**src/shared/i2cdm_defs.vh**
```
`ifndef I2CDM_DEFS_VH
`define I2CDM_DEFS_VH
// register byte offsets
`define I2CDM_OFS_DMA_REQ 8'h24
`define I2CDM_OFS_BAUD 8'h28
`define I2CDM_OFS_MASK 8'h2C
`define I2CDM_OFS_RAW 8'h30
`define I2CDM_OFS_MASKED 8'h34
`define I2CDM_OFS_TX_THR 8'h1C
`define I2CDM_OFS_XFER_LEN 8'h38
// dma request control fields
`define I2CDM_BURST_LEN_LSB 8
`define I2CDM_BURST_LEN_MSB 10
`define I2CDM_BURST_EN_BIT 11
// reset values
`define I2CDM_DMA_REQ_RST 32'h0000_0000
`define I2CDM_BAUD_RST 16'h0008
`define I2CDM_MASK_RST 32'h0000_0000
// writable bits of the mask and dma request registers
`define I2CDM_MASK_WMASK 32'h131F_007F
`define I2CDM_DMA_WMASK 32'h0000_0F00
// mask bit positions
`define I2CDM_B_TX_EMPTY 0
`define I2CDM_B_TX_LOW 1
`define I2CDM_B_TX_FULL 2
`define I2CDM_B_TX_OVF 3
`define I2CDM_B_RX_EMPTY 4
`define I2CDM_B_RX_HIGH 5
`define I2CDM_B_RX_FULL 6
`define I2CDM_B_SL_RD_REQ 16
`define I2CDM_B_SL_RD_EMPTY 17
`define I2CDM_B_SL_WR_REQ 18
`define I2CDM_B_M_DONE 19
`define I2CDM_B_S_DONE 20
`define I2CDM_B_ARB_LOST 24
`define I2CDM_B_BUS_FAULT 25
`define I2CDM_B_M_DONE_NS 28
`endif

```
**src/core/i2cdm_ctrl.v**
```verilog
// Summary of operation
// - burst length used only when burst enabled
// - burst length above remaining transfer gives single requests
// - burst disabled: single one-byte requests
// - burst enabled: burst of burst-length bytes if the 16-entry fifo has room; 32-256 byte lengths give singles
// - remainder of burst transfer by singles
// - 16-bit baud divider, resets to 8
// - bit 0 enables tx empty interrupt
// - bit 1 enables tx low interrupt
// - bit 2 enables tx full interrupt
// - bit 3 enables tx overflow interrupt
// - bit 4 enables rx empty interrupt
// - bit 5 enables rx high interrupt
// - bit 6 enables rx full interrupt
// - bit 16 enables slave read request interrupt
// - bit 17 enables slave read empty interrupt
// - bit 18 enables slave write request interrupt
// - bit 19 enables master done interrupt
// - bit 20 enables slave done interrupt
// - bit 24 enables arbitration lost interrupt
// - bit 25 enables bus fault interrupt
// - bit 28 enables master done no-stop interrupt
// - tx low flag when entries <= threshold
`timescale 1ns/100ps
`include "i2cdm_defs.vh"
module i2cdm_ctrl #(
  parameter CNT_W = 10
) (
  // clock and reset
  input wire ref_clk,
  input wire arst_n,
  // classic wishbone slave
  input wire wb_cyc_i,
  input wire wb_stb_i,
  input wire wb_we_i,
  input wire [7:0] wb_adr_i,
  input wire [3:0] wb_sel_i,
  input wire [31:0] wb_dat_i,
  output reg [31:0] wb_dat_o,
  output reg wb_ack_o,
  output reg wb_err_o,
  // transmit fifo level and raw event flags from the engine
  input wire [CNT_W-1:0] tx_fifo_count,
  input wire tx_empty_flag,
  input wire tx_full_flag,
  input wire tx_overflow_flag,
  input wire rx_empty_flag,
  input wire rx_high_flag,
  input wire rx_full_flag,
  input wire slave_read_req_flag,
  input wire slave_read_empty_flag,
  input wire slave_write_req_flag,
  input wire master_done_flag,
  input wire slave_done_flag,
  input wire arb_lost_flag,
  input wire bus_fault_flag,
  input wire master_done_nostop_flag,
  // tx dma handshake
  input wire dma_tx_done,
  output reg dma_tx_single_req,
  output reg dma_tx_burst_req,
  // baud divider and interrupt
  output reg [15:0] baud_divider,
  output reg irq
);

  // transmit fifo depth of 16 entries, sized to the room arithmetic
  localparam [CNT_W:0] FIFO_DEPTH = {{(CNT_W-4){1'b0}}, 5'h10};

  reg [31:0] dma_req_q;
  reg [15:0] baud_q;
  reg [31:0] mask_q;
  reg [CNT_W-1:0] tx_level_threshold;
  reg [15:0] xfer_left_q;
  reg busy_q;
  wire req_v = wb_cyc_i & wb_stb_i & ~wb_ack_o & ~wb_err_o;
  wire [31:0] raw_w;
  wire tx_low_flag;
  wire burst_en = dma_req_q[`I2CDM_BURST_EN_BIT];
  wire [2:0] tx_dma_burst_len;
  wire [15:0] burst_bytes;
  wire use_burst;
  wire [CNT_W:0] tx_room;
  reg addr_ok;
  wire [31:0] baud_wr;
  wire [31:0] irq_src;

  // per-source enable bits of the mask register
  wire tx_empty_irq_en = mask_q[`I2CDM_B_TX_EMPTY];
  wire tx_low_irq_en = mask_q[`I2CDM_B_TX_LOW];
  wire tx_full_irq_en = mask_q[`I2CDM_B_TX_FULL];
  wire tx_overflow_irq_en = mask_q[`I2CDM_B_TX_OVF];
  wire rx_empty_irq_en = mask_q[`I2CDM_B_RX_EMPTY];
  wire rx_high_irq_en = mask_q[`I2CDM_B_RX_HIGH];
  wire rx_full_irq_en = mask_q[`I2CDM_B_RX_FULL];
  wire slave_read_req_irq_en = mask_q[`I2CDM_B_SL_RD_REQ];
  wire slave_read_empty_irq_en = mask_q[`I2CDM_B_SL_RD_EMPTY];
  wire slave_write_req_irq_en = mask_q[`I2CDM_B_SL_WR_REQ];
  wire master_done_irq_en = mask_q[`I2CDM_B_M_DONE];
  wire slave_done_irq_en = mask_q[`I2CDM_B_S_DONE];
  wire arb_lost_irq_en = mask_q[`I2CDM_B_ARB_LOST];
  wire bus_fault_irq_en = mask_q[`I2CDM_B_BUS_FAULT];
  wire master_done_nostop_irq_en = mask_q[`I2CDM_B_M_DONE_NS];

  // decoded write strobes, one per writable register
  wire wr_any = req_v & wb_we_i;
  wire wr_dma = wr_any & (wb_adr_i == `I2CDM_OFS_DMA_REQ);
  wire wr_baud = wr_any & (wb_adr_i == `I2CDM_OFS_BAUD);
  wire wr_mask = wr_any & (wb_adr_i == `I2CDM_OFS_MASK);
  wire wr_thr = wr_any & (wb_adr_i == `I2CDM_OFS_TX_THR);
  wire wr_len = wr_any & (wb_adr_i == `I2CDM_OFS_XFER_LEN);

  // merge byte lanes of a write into the old value under a write mask
  function [31:0] lane_wr;
    input [31:0] old;
    input [31:0] nw;
    input [3:0] sel;
    input [31:0] wm;
    integer i;
    begin
      lane_wr = old;
      for (i = 0; i < 32; i = i + 1) begin
        if (sel[i/8] && wm[i])
          lane_wr[i] = nw[i];
      end
    end
  endfunction

  // burst length code 0..7 maps to 1,4,8,16,32,64,128,256 bytes
  function [15:0] burst_size;
    input [2:0] code;
    begin
      case (code)
        3'h0: burst_size = 16'h0001;
        3'h1: burst_size = 16'h0004;
        3'h2: burst_size = 16'h0008;
        3'h3: burst_size = 16'h0010;
        3'h4: burst_size = 16'h0020;
        3'h5: burst_size = 16'h0040;
        3'h6: burst_size = 16'h0080;
        default: burst_size = 16'h0100;
      endcase
    end
  endfunction

  // tx low flag: at or below threshold
  assign tx_low_flag = (tx_fifo_count <= tx_level_threshold);

  // raw flags arranged like the mask layout
  assign raw_w = {
    3'h0,
    master_done_nostop_flag, // bit 28
    2'h0,
    bus_fault_flag, // bit 25
    arb_lost_flag, // bit 24
    3'h0,
    slave_done_flag, // bit 20
    master_done_flag, // bit 19
    slave_write_req_flag, // bit 18
    slave_read_empty_flag, // bit 17
    slave_read_req_flag, // bit 16
    9'h000,
    rx_full_flag, // bit 6
    rx_high_flag, // bit 5
    rx_empty_flag, // bit 4
    tx_overflow_flag, // bit 3
    tx_full_flag, // bit 2
    tx_low_flag, // bit 1
    tx_empty_flag // bit 0
  };

  // enabled sources; the raw flags themselves stay untouched
  assign irq_src[31:29] = 3'h0;
  assign irq_src[27:26] = 2'h0;
  assign irq_src[23:21] = 3'h0;
  assign irq_src[15:7] = 9'h000;
  assign irq_src[`I2CDM_B_TX_EMPTY] = tx_empty_flag & tx_empty_irq_en;
  assign irq_src[`I2CDM_B_TX_LOW] = tx_low_flag & tx_low_irq_en;
  assign irq_src[`I2CDM_B_TX_FULL] = tx_full_flag & tx_full_irq_en;
  assign irq_src[`I2CDM_B_TX_OVF] =
    tx_overflow_flag & tx_overflow_irq_en;
  assign irq_src[`I2CDM_B_RX_EMPTY] = rx_empty_flag & rx_empty_irq_en;
  assign irq_src[`I2CDM_B_RX_HIGH] = rx_high_flag & rx_high_irq_en;
  assign irq_src[`I2CDM_B_RX_FULL] = rx_full_flag & rx_full_irq_en;
  assign irq_src[`I2CDM_B_SL_RD_REQ] =
    slave_read_req_flag & slave_read_req_irq_en;
  assign irq_src[`I2CDM_B_SL_RD_EMPTY] =
    slave_read_empty_flag & slave_read_empty_irq_en;
  assign irq_src[`I2CDM_B_SL_WR_REQ] =
    slave_write_req_flag & slave_write_req_irq_en;
  assign irq_src[`I2CDM_B_M_DONE] =
    master_done_flag & master_done_irq_en;
  assign irq_src[`I2CDM_B_S_DONE] = slave_done_flag & slave_done_irq_en;
  assign irq_src[`I2CDM_B_ARB_LOST] = arb_lost_flag & arb_lost_irq_en;
  assign irq_src[`I2CDM_B_BUS_FAULT] =
    bus_fault_flag & bus_fault_irq_en;
  assign irq_src[`I2CDM_B_M_DONE_NS] =
    master_done_nostop_flag & master_done_nostop_irq_en;

  // baud write merged in a 32-bit word, low half kept
  assign baud_wr = lane_wr({16'h0000, baud_q}, wb_dat_i, wb_sel_i,
    32'h0000_FFFF);

  // burst length is only looked at with burst enabled
  assign tx_dma_burst_len = burst_en ?
    dma_req_q[`I2CDM_BURST_LEN_MSB:`I2CDM_BURST_LEN_LSB] : 3'h0;
  assign burst_bytes = burst_size(tx_dma_burst_len);
  assign tx_room = FIFO_DEPTH - {1'b0, tx_fifo_count};
  // burst only while a whole burst remains and fits
  wire burst_fits_left = (burst_bytes <= xfer_left_q);
  wire burst_fits_room = ({{(16-CNT_W-1){1'b0}}, tx_room} >= burst_bytes);
  assign use_burst = burst_en && burst_fits_left && burst_fits_room;

  // address decode
  always @* begin
    case (wb_adr_i)
      `I2CDM_OFS_DMA_REQ, `I2CDM_OFS_BAUD, `I2CDM_OFS_MASK,
      `I2CDM_OFS_RAW, `I2CDM_OFS_MASKED, `I2CDM_OFS_TX_THR,
      `I2CDM_OFS_XFER_LEN: addr_ok = 1'b1;
      default: addr_ok = 1'b0;
    endcase
  end

  // bus acknowledge for mapped addresses, one wait state
  always @(posedge ref_clk or negedge arst_n) begin
    if (!arst_n) begin
      wb_ack_o <= 1'b0;
    end else begin
      wb_ack_o <= req_v & addr_ok;
    end
  end

  // bus error for unmapped addresses, nothing written
  always @(posedge ref_clk or negedge arst_n) begin
    if (!arst_n) begin
      wb_err_o <= 1'b0;
    end else begin
      wb_err_o <= req_v & ~addr_ok;
    end
  end

  // dma request control, only the burst fields are writable
  always @(posedge ref_clk or negedge arst_n) begin
    if (!arst_n) begin
      dma_req_q <= `I2CDM_DMA_REQ_RST;
    end else if (wr_dma) begin
      dma_req_q <= lane_wr(dma_req_q, wb_dat_i, wb_sel_i, `I2CDM_DMA_WMASK);
    end
  end

  // baud register, low sixteen bits
  always @(posedge ref_clk or negedge arst_n) begin
    if (!arst_n) begin
      baud_q <= `I2CDM_BAUD_RST;
    end else if (wr_baud) begin
      baud_q <= baud_wr[15:0];
    end
  end

  // interrupt mask, reserved bits stay zero
  always @(posedge ref_clk or negedge arst_n) begin
    if (!arst_n) begin
      mask_q <= `I2CDM_MASK_RST;
    end else if (wr_mask) begin
      mask_q <= lane_wr(mask_q, wb_dat_i, wb_sel_i, `I2CDM_MASK_WMASK);
    end
  end

  // transmit level threshold
  always @(posedge ref_clk or negedge arst_n) begin
    if (!arst_n) begin
      tx_level_threshold <= {CNT_W{1'b0}};
    end else if (wr_thr) begin
      tx_level_threshold <= wb_dat_i[CNT_W-1:0];
    end
  end

  // read data, valid only in the ack cycle
  always @(posedge ref_clk or negedge arst_n) begin
    if (!arst_n) begin
      wb_dat_o <= 32'h0000_0000;
    end else begin
      wb_dat_o <= 32'h0000_0000;
      if (req_v && addr_ok && !wb_we_i) begin
        case (wb_adr_i)
          `I2CDM_OFS_DMA_REQ: wb_dat_o <= dma_req_q;
          `I2CDM_OFS_BAUD: wb_dat_o <= {16'h0000, baud_q};
          `I2CDM_OFS_MASK: wb_dat_o <= mask_q;
          `I2CDM_OFS_RAW: wb_dat_o <= raw_w;
          `I2CDM_OFS_MASKED: wb_dat_o <= irq_src;
          `I2CDM_OFS_TX_THR:
            wb_dat_o <= {{(32-CNT_W){1'b0}}, tx_level_threshold};
          `I2CDM_OFS_XFER_LEN: wb_dat_o <= {16'h0000, xfer_left_q};
          default: wb_dat_o <= 32'h0000_0000;
        endcase
      end
    end
  end

  // tx dma request engine; software loads the byte count to move
  always @(posedge ref_clk or negedge arst_n) begin
    if (!arst_n) begin
      xfer_left_q <= 16'h0000;
      busy_q <= 1'b0;
      dma_tx_single_req <= 1'b0;
      dma_tx_burst_req <= 1'b0;
    end else if (wr_len) begin
      xfer_left_q <= wb_dat_i[15:0];
      busy_q <= 1'b0;
      dma_tx_single_req <= 1'b0;
      dma_tx_burst_req <= 1'b0;
    end else if (busy_q) begin
      // hold request until the dma reports completion
      if (dma_tx_done) begin
        busy_q <= 1'b0;
        dma_tx_single_req <= 1'b0;
        dma_tx_burst_req <= 1'b0;
        if (dma_tx_burst_req)
          xfer_left_q <= xfer_left_q - burst_bytes;
        else
          xfer_left_q <= xfer_left_q - 16'h0001;
      end
    end else if (xfer_left_q != 16'h0000 && !tx_full_flag) begin
      busy_q <= 1'b1;
      if (use_burst)
        dma_tx_burst_req <= 1'b1;
      else
        dma_tx_single_req <= 1'b1;
    end
  end

  // baud divider copy for the bit-rate counter
  always @(posedge ref_clk or negedge arst_n) begin
    if (!arst_n) begin
      baud_divider <= `I2CDM_BAUD_RST;
    end else begin
      baud_divider <= baud_q;
    end
  end

  // combined interrupt output from enabled sources
  always @(posedge ref_clk or negedge arst_n) begin
    if (!arst_n) begin
      irq <= 1'b0;
    end else begin
      irq <= |irq_src;
    end
  end

endmodule // i2cdm_ctrl

```
**config.mk**
```make
export PLATFORM = sky130hd
export DESIGN_NAME = i2cdm_ctrl
export DESIGN_NICKNAME = d
export VERILOG_FILES = /design/src/core/i2cdm_ctrl.v
export VERILOG_INCLUDE_DIRS = /design/src /design/src/shared
export SDC_FILE = /design/constraint.sdc
export NUM_CORES = 1
export LEC_CHECK = 0
export ABC_AREA = 1
export BUFFER_PORTS_ARGS = -buffer_cell sky130_fd_sc_hd__buf_2
export CAP_MARGIN = 25
export CORE_AREA = 3 3 131 133
export CTS_CLUSTER_DIAMETER = 150
export DETAILED_ROUTE_END_ITERATION = 8
export DIE_AREA = 0 0 134 136
export PLACE_DENSITY = 0.59
export REMOVE_ABC_BUFFERS = 1
export SLEW_MARGIN = 20
export SYNTH_ARGS = -nofsm -noshare
export SYNTH_HDL_FRONTEND = slang
export SYNTH_SLANG_ARGS = --single-unit
```
**constraint.sdc**
```tcl
create_clock -name ref_clk -period 3.1 [get_ports ref_clk]
set_input_delay 0.775 -clock ref_clk [delete_from_list [all_inputs] [get_ports ref_clk]]
set_output_delay 0.775 -clock ref_clk [all_outputs]
set_load 0.005 [all_outputs]
```
Word level (Yosys, flattened, before mapping):

Index checks and enable logic that the tools add are counted.

* $add $sub $neg: 3
* magnitude comparators: 3
* equal/unequal tests: 15
* mux-type cells: 22
* bitwise gates (word level): 29
* reductions and logical operators: 24

Operator list (number)
* $pmux W29 S7: 1
* $mux W16: 4
* $pmux W9 S7: 1
* $eq A8 B6 Y1 const B: 6
* $mux W32: 1
* $and A1 B1 Y1: 26
* $ge A11 B16 Y1: 1
* $le A16 B16 Y1: 1
* $reduce_bool A16 Y1: 1
* $sub A16 B1 Y16 const B: 1
* $sub A16 B9 Y16: 1
* $reduce_or A15 Y1: 1
* $mux W1: 14
* $reduce_and A2 Y1: 7
* $sub A5 B10 Y11 const A: 1
* $le A10 B10 Y1: 1
* $eq A3 B3 Y1 const B: 3
* $eq A8 B5 Y1 const B: 1
* $reduce_or A7 Y1: 1
* $eq A3 B2 Y1 const B: 2
* $ne A3 B2 Y1 const B: 2
* $reduce_and A3 Y1: 2
* $reduce_bool A3 Y1: 2
* $logic_and A1 B1 Y1: 5
* other kinds (6): 10

* register bits after elaboration: 115
* input bits: 74
* output and inout port bits: 53

Longest topological paths before layout:

* depth after elaboration: 10
* mapped depth: 18
* depth with buffers taken out: 18

Worst setup path after synthesis:

No wires, ideal clock.

* path type: input to register
* from: in tx_fifo_count[1]
* to: reg dma_tx_single_req
* setup time: 116 ps
* arrival: 2377 ps
* slack: 607 ps
* stages on the path: 17
* path through: nor3_1 -> nand2_1 -> nand2_1 -> nand3_1 -> xor2_1 -> inv_1 -> ha_1 -> nand2_1 -> inv_1 -> a21oi_1 -> nand4_1 -> nand2_1 -> nand2_1 -> nand2_1 -> nand2_1 -> nand2_1 -> nand2_1

* cells in the longest elaborated chain, start to end: 5

Ends and longest elaborated chain
* start: declaration: line i2cdm_ctrl.v:43 `input wire [CNT_W-1:0] tx_fifo_count,`
* $sub A5 B10 Y11: line i2cdm_ctrl.v:208 `assign tx_room = FIFO_DEPTH - {1'b0, tx_fifo_count};`
* $ge A11 B16 Y1: line i2cdm_ctrl.v:211 `wire burst_fits_room = ({{(16-CNT_W-1){1'b0}}, tx_room} >= burst_bytes);`
* $logic_and A1 B1 Y1: line i2cdm_ctrl.v:212 `assign use_burst = burst_en && burst_fits_left && burst_fits_room;`
* $ne A3 B2 Y1 (no line)
* $reduce_and A3 Y1 (no line)
* end signal: assignment: line i2cdm_ctrl.v:305 `dma_tx_single_req <= 1'b0;`
* end signal: assignment: line i2cdm_ctrl.v:310 `dma_tx_single_req <= 1'b0;`
* end signal: assignment: line i2cdm_ctrl.v:316 `dma_tx_single_req <= 1'b0;`
* end: declaration: line i2cdm_ctrl.v:60 `output reg dma_tx_single_req,`

No other way between the ends.
A chain may end at the register's enable or synchronous reset.

Worst setup path in the final report:

* from: reg dma_req_q[11]
* to: reg xfer_left_q[14]

* cells in the longest elaborated chain, start to end: 8
* elaborated cells on any way between the ends: 14

Ends and longest elaborated chain
* start: declaration: line i2cdm_ctrl.v:70 `reg [31:0] dma_req_q;`
* start signal: assignment: line i2cdm_ctrl.v:245 `` dma_req_q <= `I2CDM_DMA_REQ_RST; ``
* start signal: assignment: line i2cdm_ctrl.v:247 `` dma_req_q <= lane_wr(dma_req_q, wb_dat_i, wb_sel_i, `I2CDM_DMA_WMASK); ``
* $mux W3 (*): line i2cdm_ctrl.v:205 `assign tx_dma_burst_len = burst_en ?`
* $eq A3 B3 Y1, or another cell as far along: line i2cdm_ctrl.v:133 `case (code)`
* $pmux W9 S7 (*): line i2cdm_ctrl.v:133
* $sub A16 B9 Y16 (*): line i2cdm_ctrl.v:319 `xfer_left_q <= xfer_left_q - burst_bytes;`
* $mux W16 (*): line i2cdm_ctrl.v:318 `if (dma_tx_burst_req)`
* $mux W16 (*): line i2cdm_ctrl.v:314 `if (dma_tx_done) begin`
* $mux W16 (*): line i2cdm_ctrl.v:312 `end else if (busy_q) begin`
* $mux W16 (*): line i2cdm_ctrl.v:307 `end else if (wr_len) begin`
* end signal: assignment: line i2cdm_ctrl.v:308 `xfer_left_q <= wb_dat_i[15:0];`
* end signal: assignment: line i2cdm_ctrl.v:319
* end signal: assignment: line i2cdm_ctrl.v:321 `xfer_left_q <= xfer_left_q - 16'h0001;`
* end: declaration: line i2cdm_ctrl.v:74 `reg [15:0] xfer_left_q;`

Every way passes the cells marked *; elsewhere a longest branch is shown, timed or not. The select of a mux whose other input is x is not followed.

==> run_results.csv <==
group,metric,value,unit
status,outcome,"finished, final reports clean",
timing,finalSetupViolCount,0,
drt,first_pass_iters,5,
drt,antenna_left,0,
floorplanning,die-width,134,microns
power_and_ir_drop,fin_total_pwr,4.316,mW
yosys,yosysUniqueCellTypes,46,
clocking,cts-root-buf,"clkbuf_16",
power_and_ir_drop,powerDensity,576.6,nW/um^2
clocking,cts_buffers,9,
placement,dp_hpwl,13500,microns
power_and_ir_drop,combPwrFrac,0.323,
cells_and_area,area_delta_synth_final,17.64,%
yosys,syn_area,6362,sq um
global_route,grt_usage,0.1930,
drt,viasPerCell,4.928,
clocking,clock_latency,360,ps
yosys,yosysWarnings,0,
placement,portBuffers,110,
floorplanning,start_util,0.3991,
floorplanning,rows,46,
timing,grt_setup_unrepaired,"false",
yosys,ys.flop_type,"dfrtp_1",
timing,worst_slew_pin_slew,610.0,ps
clocking,ctsResizeCount,0,
cells_and_area,final_area,7485,sq um
cells_and_area,final_common_cell,"nand2_1",
floorplanning,die_h,136,microns
clocking,cts_max_path_buffers,2,
yosys,synthCells,809,
cells_and_area,layout_common_cells,"nand2_1, inv_1, buf_2",
global_route,grt_pass1_wl,27590,microns
drt,drt-initial-drc-count,393,
yosys,seq_area_frac_synth,0.4212,
power_and_ir_drop,clkPwrFrac,0.306,
yosys,synth_area_per_cell,7.864,sq um
worst_setup_path,arrival,2890,ps
power_and_ir_drop,ir_drop,361.0,uV
cells_and_area,final-instance-count-excl-fill,1143,
worst_setup_path,cp_cell_sequence,"inv_1 > nor3_1 > inv_1 > nor2_1 > nand2_1 > ha_1 > a21oi_1 > nor2_1 > nor2_1 > nand3_1 > o21ai_0 > nand3_1 > nand2_1 > nand2_1",
global_route,antenna_found_initial,0,
drt,drc,0,
power_and_ir_drop,p_switching,1.579,mW
timing,fin_crit_sh,0.8497,
timing,fin_crit,2634,ps
yosys,synth-seq-cells,107,
clocking,ctsHoldBuffers,0,
timing,max_freq,0.3797,GHz
cells_and_area,nNetsFinal,1032,
drt,wire_per_inst,15.10,microns
timing,setup_tns,0,ps
global_route,grt_overflow,0,
floorplanning,coreArea,15940,sq um
yosys,synth_edf_count,0,
power_and_ir_drop,internal_power,2.737,mW
cells_and_area,antenna-diode-count,0,
timing,timing.slew.headroom,0.5924,
timing,finalHoldViolCount,0,
worst_setup_path,slowest_stage,"dfrtp_1",
cells_and_area,drive_gt1_frac,0.2071,
worst_setup_path,path_max_fanout,6,
timing,report.final.slew_viol_count,0,
worst_setup_path,cp-start-kind,"flop",
yosys,async_reset_ff_frac,1.000,
clocking,clk_pin_slew,80,ps
worst_setup_path,crit_required,3350,ps
clocking,cts_tree,"built",
clocking,htree_num_levels,3,
power_and_ir_drop,pwr-share-seq,0.371,
placement,dpl-instance-area,7142,sq um
floorplanning,pin_count,127,
flow_run,drv_cap,0,
power_and_ir_drop,sw_frac_of_total,0.3659,
worst_setup_path,crit_type,"flop to flop",
worst_setup_path,crit_path_end_kind,"flop",
clocking,post-cts-setup-buffer-count,0,
clocking,cts_num_sinks,107,
placement,dp.cells,1127,
power_and_ir_drop,p_leak,3.850,nW
drt,drt-total-wl,17260,microns
floorplanning,fp.dieArea,18220,sq um
hold_path,hold_class,"primary input to async pin",
worst_setup_path,max_stage_delay,450,ps
global_route,grt_pass1_vias,5252,
drt,vias,5633,
global_route,grt_max_degree,42,
timing,fin_skew,5.636,ps
placement,gp_congestion,0.9314,
per-layer routing:
| layer | vias to the layer above | GRT usage | wire length (microns) |
|---|---|---|---|
| met5 | - | 0 | 0 |
| met4 | 0 | 0.04514 | 176 |
| met3 | 13 | 0.03368 | 775 |
| met2 | 131 | 0.3139 | 8102 |
| met1 | 2646 | 0.2697 | 8206 |
| li1 | 2843 | - | - |
power groups by stage:
stage | sequential (mW) | combinational, mW | clock, mW
after floorplan | 1.60 | 1.01 | 0
after global placement | 1.63 | 1.36 | 0
after detailed placement | 1.63 | 1.37 | 0
after CTS | 1.60 | 1.38 | 1.34
after global routing | 1.62 | 1.59 | 1.41
final | 1.60 | 1.40 | 1.32
Yosys cell counts, types with 12 or more instances:
| cell | n | area share |
|---|---|---|
| a21oi_1 | 29 | 0.023 |
| dfrtp_1 | 105 | 0.41 |
| ha_1 | 36 | 0.071 |
| inv_1 | 110 | 0.065 |
| nand2_1 | 193 | 0.11 |
| nand3_1 | 37 | 0.029 |
| nand4_1 | 12 | 0.012 |
| nor2_1 | 62 | 0.037 |
| nor2_2 | 23 | 0.023 |
| nor3_1 | 16 | 0.013 |
| o21ai_0 | 77 | 0.061 |
| o22ai_1 | 12 | 0.012 |
cells by family (layout without fill, tap and decap cells):
kind of cell	count (synthesis)	count (layout)	synth area share
adders and majority gates	36	36	0.07080
xor gates and xnor gates	12	12	0.01652
DFF	107	107	0.4212
buffers and inverters	140	251	0.09243
and+or+nand+nor	357	357	0.2519
other	1	8	0.0005894
muxes	10	10	0.01770
AOI/OAI and AO/OA	146	146	0.1288
final cells by class:
cell class                      count  area [sq um]
Timing Repair Buffer              119         633.1
Clock inverter                      7         117.6
Fill cell                        1627          8458
Multi-Input combinational cell    569          3120
Sequential cell                   107          2680
Tap cell                          216         270.3
Clock buffer                        9         225.2
Inverter                          116         437.9
critical path, delay by kind of cell (launching register included):
kind / cells / cell delay (ps)
compound gates: 2 / 430
fa+ha+maj: 1 / 340
buf+inv: 2 / 180
flops: 1 / 450
simple gates: 9 / 1140
registers in the layout, summed over array words and instances (netlist names):
register	count
tx_level_threshold	10
irq	1
mask_q	15
wb_dat_o	24
dma_tx_burst_req	1
baud_divider	16
busy_q	1
wb_err_o	1
dma_req_q	4
wb_ack_o	1
dma_tx_single_req	1
baud_q	16
xfer_left_q	16
metrics by stage:
step                hold slack, ps  setup WS (ps)    util
finish                       316.0          466.0  0.4695
global route                 326.4          131.2  0.4695
CTS                          316.6          474.6  0.4695
detailed placement           367.3          232.7  0.4480
global placement             368.9          257.2  0.4480
floorplan                    360.6          606.9       -
path summary, 6_finish.rpt:
kind                               endpoint          start  cells past startpoint  slack (ps)
max in group asynchronous        mask_q[19]         arst_n                      2        2140
setup reg to reg            xfer_left_q[14]  dma_req_q[11]                     14         470
hold / removal             baud_divider[14]         arst_n                      1         320
hold reg to reg             baud_divider[3]      baud_q[3]                      0         380
setup / recovery            xfer_left_q[14]  dma_req_q[11]                     14         470
min in group ref_clk        baud_divider[3]      baud_q[3]                      0         380
Power figures use the tool's default switching activity.
